[src/verilog/vfe_map.svh]
// constants for the video front end sample and clamp control
`ifndef VFE_MAP_SVH
`define VFE_MAP_SVH
`define VFE_DATA_W 10
`define VFE_OFS_W 8
`define VFE_GAIN_W 9
`define VFE_LATENCY 7
`define VFE_CONV_DIV 2
`define VFE_CLAMP_EN_RST 1'b1
`define VFE_DS_EN_RST 1'b1
`define VFE_OUT_DIS_RST 1'b0
`define VFE_MODE_RST 2'h0
`define VFE_MONO_SEL_RST 2'h0
`define VFE_OFS_RST 8'h80
`define VFE_GAIN_RST 9'h000
`endif

[src/verilog/vfe_pkg.sv]
// types for the video front end sample and clamp control
package vfe_pkg;
  typedef enum logic [1:0] {VFE_THREE, VFE_TWO, VFE_ONE} vfe_mode_e;
  typedef enum logic [1:0] {VFE_RED, VFE_GREEN, VFE_BLUE} vfe_chan_e;
endpackage : vfe_pkg

[src/verilog/vfe_ctrl.sv]
// sample, clamp, channel mode and output control of a video front end
// What this block does
// - hold reset and drop writes during power-on reset
// - defaults after reset release, writes accepted
// - output bus tristated by pin or bit
// - each sample is one ten bit word
// - three channel: sample together, convert in turn
// - two channel: red and green, blue off
// - one channel: chosen input, others powered down
// - clamp enable resets to one, gates clamp
// - clamp open when clamp enable zero
// - source zero: clamp follows reset pulse
// - source one: clamp needs both pulses
// - one clamp signal drives all channels
// - double sample enable resets to one
// - video captured on video pulse fall
// - reset level captured on reset pulse fall
// - single sampling: reference pin sampled with video
// - per channel eight bit offset, nine bit gain
// - data nine conversion periods after video fall is seen
`timescale 1ns/100ps
`include "vfe_map.svh"
module vfe_ctrl #(
  parameter int LATENCY = `VFE_LATENCY,
  parameter int CONV_DIV = `VFE_CONV_DIV
) (
  // clock and reset
  input wire logic clk_sys,
  input wire logic sys_rst,
  input wire logic power_on_reset_n,
  // control write port
  input wire logic wr_en,
  input wire logic wr_soft_reset,
  input wire logic wr_clamp_enable_bit,
  input wire logic wr_clamp_source_select,
  input wire logic wr_double_sample_enable,
  input wire logic wr_output_disable_bit,
  input wire vfe_pkg::vfe_mode_e wr_mode,
  input wire vfe_pkg::vfe_chan_e wr_mono_sel,
  input wire logic [1:0] wr_chan,
  input wire logic wr_ofs_gain,
  input wire logic [`VFE_OFS_W-1:0] wr_offset,
  input wire logic [`VFE_GAIN_W-1:0] wr_gain,
  // sensor timing pins
  input wire logic reset_sample_pulse,
  input wire logic video_sample_pulse,
  input wire logic output_disable_pin,
  // converter result
  input wire logic [`VFE_DATA_W-1:0] adc_word,
  // analogue control
  output logic shared_clamp_control,
  output logic video_capture,
  output logic reset_capture,
  output logic ref_pin_capture,
  output logic [2:0] chan_power_up,
  output logic [1:0] mux_sel,
  output logic [`VFE_OFS_W*3-1:0] offset_bus,
  output logic [`VFE_GAIN_W*3-1:0] gain_bus,
  // status
  output logic clamp_enable_bit,
  output logic double_sample_enable,
  output logic output_disable_bit,
  output logic [1:0] mode,
  output logic [1:0] mono_sel,
  // pixel output
  output logic [`VFE_DATA_W-1:0] pixel_output_bus,
  output logic pixel_output_oe,
  output logic pixel_valid,
  output logic [1:0] pixel_chan
);
  import vfe_pkg::*;

  localparam int CW = $clog2(CONV_DIV + 1);
  localparam int LW = $clog2(LATENCY + 4);

  typedef struct packed {
    logic clamp_en;
    logic clamp_src;
    logic ds_en;
    logic out_dis;
    logic [1:0] mode;
    logic [1:0] mono;
    logic [`VFE_OFS_W*3-1:0] ofs;
    logic [`VFE_GAIN_W*3-1:0] gain;
    logic [CW-1:0] div;
    logic conv_tick;
    logic vs_d;
    logic rs_d;
    logic vs_fell;
    logic [LW-1:0] lat;
    logic lat_run;
    logic [1:0] seq;
    logic seq_run;
    logic clamp;
    logic vcap;
    logic rcap;
    logic pcap;
    logic [2:0] pwr;
    logic [1:0] msel;
    logic [`VFE_DATA_W-1:0] dout;
    logic oe;
    logic valid;
    logic [1:0] chan;
  } vfe_ctrl_s;

  vfe_ctrl_s st;
  vfe_ctrl_s next_st;

  logic [3:0] pin_sync;
  logic rsp;
  logic vsp;
  logic odp;
  logic por_n;

  // number of channels converted per pixel in a mode
  function automatic logic [1:0] chans_of(input logic [1:0] m);
    case (m)
      VFE_THREE: chans_of = 2'h3;
      VFE_TWO: chans_of = 2'h2;
      default: chans_of = 2'h1;
    endcase
  endfunction : chans_of

  // pins and the supply monitor come from outside the clock domain
  vfe_sync #(.W(4)) vfe_sync_i (
    .clk_sys(clk_sys),
    .sys_rst(sys_rst),
    .d({power_on_reset_n, output_disable_pin,
        video_sample_pulse, reset_sample_pulse}),
    .q(pin_sync)
  );
  assign rsp = pin_sync[0];
  assign vsp = pin_sync[1];
  assign odp = pin_sync[2];
  assign por_n = pin_sync[3];

  // next state of the whole block
  always_comb begin
    next_st = st;
    // conversion clock enable from a divider
    next_st.conv_tick = 1'b0;
    if (st.div == CW'(CONV_DIV - 1)) begin
      next_st.div = '0;
      next_st.conv_tick = 1'b1;
    end else begin
      next_st.div = st.div + CW'(1);
    end
    // control writes; software reset restores defaults
    if (wr_en && wr_soft_reset) begin
      next_st.clamp_en = `VFE_CLAMP_EN_RST;
      next_st.ds_en = `VFE_DS_EN_RST;
      next_st.clamp_src = 1'b0;
      next_st.out_dis = `VFE_OUT_DIS_RST;
      next_st.mode = `VFE_MODE_RST;
      next_st.mono = `VFE_MONO_SEL_RST;
      next_st.ofs = {3{`VFE_OFS_RST}};
      next_st.gain = {3{`VFE_GAIN_RST}};
    end else if (wr_en && wr_ofs_gain) begin
      // per channel offset and gain settings
      next_st.ofs[wr_chan*`VFE_OFS_W +: `VFE_OFS_W] = wr_offset;
      next_st.gain[wr_chan*`VFE_GAIN_W +: `VFE_GAIN_W] = wr_gain;
    end else if (wr_en) begin
      next_st.clamp_en = wr_clamp_enable_bit;
      next_st.clamp_src = wr_clamp_source_select;
      next_st.ds_en = wr_double_sample_enable;
      next_st.out_dis = wr_output_disable_bit;
      next_st.mode = wr_mode;
      next_st.mono = wr_mono_sel;
    end
    // edge detect on synchronised pulses
    next_st.vs_d = vsp;
    next_st.rs_d = rsp;
    next_st.vs_fell = st.vs_d & ~vsp;
    // shared clamp drive for all three channels
    if (!st.clamp_en) begin
      next_st.clamp = 1'b0;
    end else if (st.clamp_src) begin
      next_st.clamp = rsp & vsp;
    end else begin
      next_st.clamp = rsp;
    end
    // sampling strobes
    next_st.vcap = st.vs_d & ~vsp;
    next_st.rcap = st.ds_en & st.rs_d & ~rsp;
    next_st.pcap = ~st.ds_en & st.vs_d & ~vsp;
    // channel power by mode
    case (st.mode)
      VFE_THREE: next_st.pwr = 3'h7;
      VFE_TWO: next_st.pwr = 3'h3;
      default: next_st.pwr = 3'h1 << st.mono;
    endcase
    // latency count from the first conversion edge after video fall
    if (st.vs_fell && !st.lat_run) begin
      next_st.lat_run = 1'b1;
      next_st.lat = '0;
    end else if (st.lat_run && st.conv_tick) begin
      if (st.lat == LW'(LATENCY)) begin
        next_st.lat_run = 1'b0;
        next_st.seq_run = 1'b1;
        next_st.seq = 2'h0;
      end else begin
        next_st.lat = st.lat + LW'(1);
      end
    end
    // present words one per conversion period, red first unless one channel
    next_st.valid = 1'b0;
    if (st.seq_run && st.conv_tick) begin
      next_st.valid = 1'b1;
      next_st.dout = adc_word;
      next_st.chan = (st.mode == VFE_ONE) ? st.mono : st.seq;
      next_st.msel = next_st.chan;
      if (st.seq == chans_of(st.mode) - 2'h1) begin
        next_st.seq_run = 1'b0;
      end else begin
        next_st.seq = st.seq + 2'h1;
      end
    end
    // bus released by pin or bit
    next_st.oe = ~(odp | st.out_dis);
  end

  // held in reset while the supply monitor is low; writes dropped
  always_ff @(posedge clk_sys) begin
    if (sys_rst || !por_n) begin
      st <= '0;
      st.clamp_en <= `VFE_CLAMP_EN_RST;
      st.ds_en <= `VFE_DS_EN_RST;
      st.mode <= `VFE_MODE_RST;
      st.ofs <= {3{`VFE_OFS_RST}};
      st.pwr <= 3'h7;
    end else begin
      st <= next_st;
    end
  end

  // one clamp line reaches every channel switch
  assign shared_clamp_control = st.clamp;
  assign video_capture = st.vcap;
  assign reset_capture = st.rcap;
  assign ref_pin_capture = st.pcap;
  assign chan_power_up = st.pwr;
  assign mux_sel = st.msel;
  assign offset_bus = st.ofs;
  assign gain_bus = st.gain;
  assign clamp_enable_bit = st.clamp_en;
  assign double_sample_enable = st.ds_en;
  assign output_disable_bit = st.out_dis;
  assign mode = st.mode;
  assign mono_sel = st.mono;
  assign pixel_output_bus = st.dout;
  assign pixel_output_oe = st.oe;
  assign pixel_valid = st.valid;
  assign pixel_chan = st.chan;

  // clamp never closes while disabled
  property p_clamp_off;
    @(posedge clk_sys) disable iff (sys_rst)
      !st.clamp_en |=> !shared_clamp_control;
  endproperty
  a_clamp_off: assert property (p_clamp_off)
    else $error("clamp closed while disabled");

  // direct source follows the reset pulse
  property p_clamp_direct;
    @(posedge clk_sys) disable iff (sys_rst || !por_n)
      st.clamp_en && !st.clamp_src && rsp |=> shared_clamp_control;
  endproperty
  a_clamp_direct: assert property (p_clamp_direct)
    else $error("clamp did not follow reset pulse");

  // combined source needs the video pulse too
  property p_clamp_and;
    @(posedge clk_sys) disable iff (sys_rst || !por_n)
      st.clamp_en && st.clamp_src && !vsp |=> !shared_clamp_control;
  endproperty
  a_clamp_and: assert property (p_clamp_and)
    else $error("clamp closed without video pulse");

  // disabled output whenever the bit is set
  property p_out_dis;
    @(posedge clk_sys) disable iff (sys_rst || !por_n)
      st.out_dis |=> !pixel_output_oe;
  endproperty
  a_out_dis: assert property (p_out_dis)
    else $error("bus driven while disabled");

  // video capture strobe tied to the pulse fall
  property p_vcap;
    @(posedge clk_sys) disable iff (sys_rst || !por_n)
      video_capture |-> $past(st.vs_d) && !$past(vsp);
  endproperty
  a_vcap: assert property (p_vcap)
    else $error("video capture without pulse fall");

  // reset capture only while double sampling
  property p_rcap;
    @(posedge clk_sys) disable iff (sys_rst || !por_n)
      reset_capture |-> $past(st.ds_en);
  endproperty
  a_rcap: assert property (p_rcap)
    else $error("reset capture in single sampling");

  // reference pin sampled together with video
  property p_pcap;
    @(posedge clk_sys) disable iff (sys_rst || !por_n)
      ref_pin_capture |-> video_capture && !$past(st.ds_en);
  endproperty
  a_pcap: assert property (p_pcap)
    else $error("reference capture misplaced");

  // power pattern matches two channel mode
  property p_two_pwr;
    @(posedge clk_sys) disable iff (sys_rst || !por_n)
      st.mode == VFE_TWO ##1 st.mode == VFE_TWO |-> chan_power_up == 3'h3;
  endproperty
  a_two_pwr: assert property (p_two_pwr)
    else $error("blue powered in two channel mode");

  // writes are lost while the supply monitor holds reset
  property p_por;
    @(posedge clk_sys) disable iff (sys_rst)
      !por_n |=> clamp_enable_bit && double_sample_enable;
  endproperty
  a_por: assert property (p_por)
    else $error("state changed under power-on reset");
endmodule : vfe_ctrl

[src/verilog/vfe_sync.sv]
// two flip-flop synchroniser for a bus of pin levels
`timescale 1ns/100ps
module vfe_sync #(
  parameter int W = 1
) (
  // clock and reset
  input wire logic clk_sys,
  input wire logic sys_rst,
  // levels
  input wire logic [W-1:0] d,
  output logic [W-1:0] q
);
  typedef struct packed {
    logic [W-1:0] s1;
    logic [W-1:0] s2;
  } vfe_sync_s;
  vfe_sync_s st;
  vfe_sync_s next_st;

  // first stage feeds only the second stage
  always_comb begin
    next_st = st;
    next_st.s1 = d;
    next_st.s2 = st.s1;
  end

  always_ff @(posedge clk_sys) begin
    if (sys_rst) begin
      st <= '0;
    end else begin
      st <= next_st;
    end
  end

  assign q = st.s2;
endmodule : vfe_sync
[config.mk]
export PLATFORM = sky130hd
export DESIGN_NAME = vfe_ctrl
export DESIGN_NICKNAME = d
export VERILOG_FILES = /design/src/verilog/vfe_pkg.sv /design/src/verilog/vfe_ctrl.sv /design/src/verilog/vfe_sync.sv
export VERILOG_INCLUDE_DIRS = /design/src /design/src/verilog
export SDC_FILE = /design/constraint.sdc
export NUM_CORES = 1
export LEC_CHECK = 0
export BUFFER_PORTS_ARGS = -buffer_cell sky130_fd_sc_hd__buf_2
export CAP_MARGIN = 25
export CORE_MARGIN = 1
export CORE_UTILIZATION = 40
export CTS_CLUSTER_DIAMETER = 30
export DETAILED_ROUTE_END_ITERATION = 8
export GPL_TIMING_DRIVEN = 0
export SYNTH_ARGS = -nofsm -noshare
export SYNTH_HDL_FRONTEND = slang
export SYNTH_SLANG_ARGS = --single-unit
[constraint.sdc]
create_clock -name clk_sys -period 2.08 [get_ports clk_sys]
set_clock_uncertainty 0.15 [all_clocks]
set_input_delay 0.416 -clock clk_sys [delete_from_list [all_inputs] [get_ports clk_sys]]
set_output_delay 0.416 -clock clk_sys [all_outputs]
set_load 0.01 [all_outputs]
==> flow_metrics.tcl <==
set metrics [dict create \
    cts.hold.buffers_added 0 \
    tightest_slew_ps 742.5 \
    dp_hpwl_um 6975 \
    grt_overflow_total 0 \
    critPathMaxFanout 10 \
    power_density_nw_per_um2 665.0 \
    maxCapViolCount 0 \
    synthesis.area_sq_um 4153 \
    cts_max_level 3 \
    start_kind "primary input" \
    hold_slack_ps 105.7 \
    synthToLayoutAreaGrowth_pct 24.56 \
    muxShareOfSynthArea_pct 1.235 \
    ir_worst_vdd_v 0.0004080 \
    drtIter0Drc 84 \
    numCtsBuffers 9 \
    cts_tree "yes" \
    p_comb_share_pct 4.2 \
    switching_share_pct 22.23 \
    synth_top_family_by_area "simple AND/OR/NAND/NOR gates" \
    p_sw_w 0.0007647 \
    syn_nets 507 \
    yosys.area_share.simple_pct 19.22 \
    layout_min_cycle_time_ps 1985 \
    cts_num_sinks 101 \
    yosysTopAreaCell "dfxtp_1" \
    yosysUniqueCellTypes 39 \
    status "finished clean" \
    holdPathStages 3 \
    cpPeakStageDelay_ps 390 \
    hold_class "primary input to flip-flop" \
    leakage_nw 2.260 \
    cp_common_cell "buf_2" \
    rows 36 \
    synth.area.top_cells "dfxtp_1 49%, buf_4 13%, a22oi_1 7.2%" \
    first_pass_iters 4 \
    layout_common_cells "132 x buf_2, 101 x dfxtp_1, 75 x buf_4" \
    synthCells 455 \
    portBuffers 124 \
    pwr-share-seq_pct 56.6 \
    grt_max_degree 17 \
    cp_cell_sequence "buf_2 -> inv_1 -> ha_1 -> nand3b_1 -> nor3_4 -> buf_2 -> a22oi_1 -> nor2_1" \
    die_h_um 103.9 \
    wirelength_um 9525 \
    drcViolationCount 0 \
    antenna_cells 0 \
    vias 3438 \
    r2r-start "st[25]" \
    min_to "double_sample_enable" \
    drive_above_1_share_pct 38.26 \
    relSlewSlack_pct 50.31 \
    cts_root_buffer "clkbuf_8" \
    grt_pass1_vias 3299 \
    ant_nets 0 \
    cp-end-kind "flip-flop" \
    fmax_mhz 503.8 \
    yosysWarnings 0 \
    nets 644 \
    rsz0062_at_grt "true" \
    power.share.clock_pct 39.2 \
    reg2regPathDepth 4 \
    synth_flop_cell "dfxtp_1" \
    synthArstFlopShare_pct 0 \
    clock_path_buffers 2 \
    p_int_w 0.002675 \
    core_region_area_sq_um 9910 \
    worstPathArrival_ps 2130 \
    grt_pass1_wl_um 15700 \
    min-delay-start "wr_double_sample_enable" \
    slowest_stage "ha_1" \
    grt_use_total_pct 17.97 \
    clk_pin_slew_worst_paths_ps 100 \
    crit_required_ps 2230 \
    grt_antenna_before_repair 0 \
    die_width_um 103.9 \
    synth_compound_area_share_pct 12.65 \
    boundaryPins 127 \
    synth_seq_cells 101 \
    r2r_slack_ps 340 \
    synth_area_per_cell_sq_um 9.127 \
    vias_per_cell 4.716 \
    r2r_end "st[24]" \
    gp_congestion 0.7619 \
    synth-edff-count 0 \
    hold_viol 0 \
    synth-xor-area-share_pct 0.4218 \
    critical_path_class "primary input to flip-flop" \
    wire_per_inst_um 13.07 \
    synth_fa_ha_area_share_pct 1.808 \
    fin_crit_sh_pct 95.43 \
    dieArea_sq_um 10790 \
    slew_viol_final 0 \
    ys_seq_area_share_pct 48.69 \
    clkLatencyLatePin_ps 360 \
    setup_violations 0 \
    synth_top_area_share_pct 48.69 \
    start_util_pct 41.91 \
    final_common_cell "buf_2" \
    power_w 0.003439 \
]
-- synth_stat cells, drive strengths merged (2+ instances only) --
library cell,number
dfxtp,101
buf,83
nand2,52
nor2,52
a22oi,40
a21oi,26
nand3,16
clkbuf,12
nor2b,12
ha,6
nor3,6
and2,5
nand2b,5
inv,4
mux2i,4
nand3b,4
a211oi,3
a221o,3
o21ai,3
and3,2
nor3b,2
nor4,2
o211ai,2
xnor2,2
-- logic make-up after synthesis --
group	count (synthesis)
AO/OA/AOI/OAI	79
XOR/XNOR	2
adder cells (fa/ha/maj)	6
buffers and inverters	99
AND/OR/NAND/NOR	163
flip-flops	101
multiplexers	5
-- power groups by stage --
stage               clock network (W)   logic, W  registers, W
floorplan                           0  0.0000643       0.00199
global placement                    0   0.000142       0.00199
detailed placement                  0   0.000145       0.00199
CTS                           0.00138   0.000146       0.00195
global route                  0.00146   0.000161       0.00195
finish                        0.00135   0.000146       0.00195
-- sequential cells by signal, summed over array words and instances (netlist names), 2 cells and up --
register            cells
gain_bus               27
offset_bus             24
st                     14
pixel_output_bus       10
vfe_sync_i.next_st      4
vfe_sync_i.q            4
chan_power_up           3
mode                    2
mono_sel                2
pixel_chan              2
-- worst max-delay path, delay by kind of cell --
family / cells / cell delay, ps
adders and majority gates: 1 / 390
and+or+nand+nor: 3 / 610
buffers and inverters: 3 / 610
AOI/OAI and AO/OA: 1 / 100
-- area by class of cell --
cell class	count	area (sq um)
Inverter	4	15.01
Sequential cell	101	2022
Multi-Input combinational cell	255	1474
Timing Repair Buffer	126	635.6
Buffer	95	648.1
Fill cell	1005	4737
Tap cell	133	166.4
Clock inverter	5	83.83
Clock buffer	10	127.6
-- routing by layer --
layer	track usage (%)	share of wire [%]	vias to the layer above	wire length, um
li1	-	-	1735	-
met1	23.21	46	1593	4418
met2	28.62	46	101	4389
met3	4.386	6.3	9	603
met4	7.551	1.2	0	113
met5	0	0	-	0
-- repair_timing --
| action | 4_1_cts | 5_1_grt |
|---|---|---|
| gates resized for setup | 0 | 1 |
| endpoints found under the setup margin | 0 | 20 |
| buffers inserted | 0 | 2 |
-- per-stage QoR --
stage	setup WS, ps	instance area, sq um	utilization, %	std cells	setup TNS (ps)
finish	95.14	5172	52.20	729	0
global route	-15.93	5172	52.20	729	-15.93
CTS	3.433	5151	51.98	727	0
detailed placement	-378.8	4940	49.85	712	-8981
global placement	-308.2	4940	49.85	712	-6984
floorplan	238.5	4153	-	455	0
-- worst max-delay path by stage --
stage          startpoint            end  slack (ps)  depth (start not counted)
2_1_floorplan  wr_chan[0]  offset_bus[6]         240                          6
3_3_place_gp   wr_chan[0]    gain_bus[1]        -310                          7
6_report       wr_chan[0]   gain_bus[19]         100                          8
3_5_place_dp   wr_chan[0]   gain_bus[19]        -380                          8
4_1_cts        wr_chan[0]    gain_bus[4]           3                          7
5_1_grt        wr_chan[0]   gain_bus[19]         -20                          8
No activity file was read; power rests on OpenSTA's default activity.
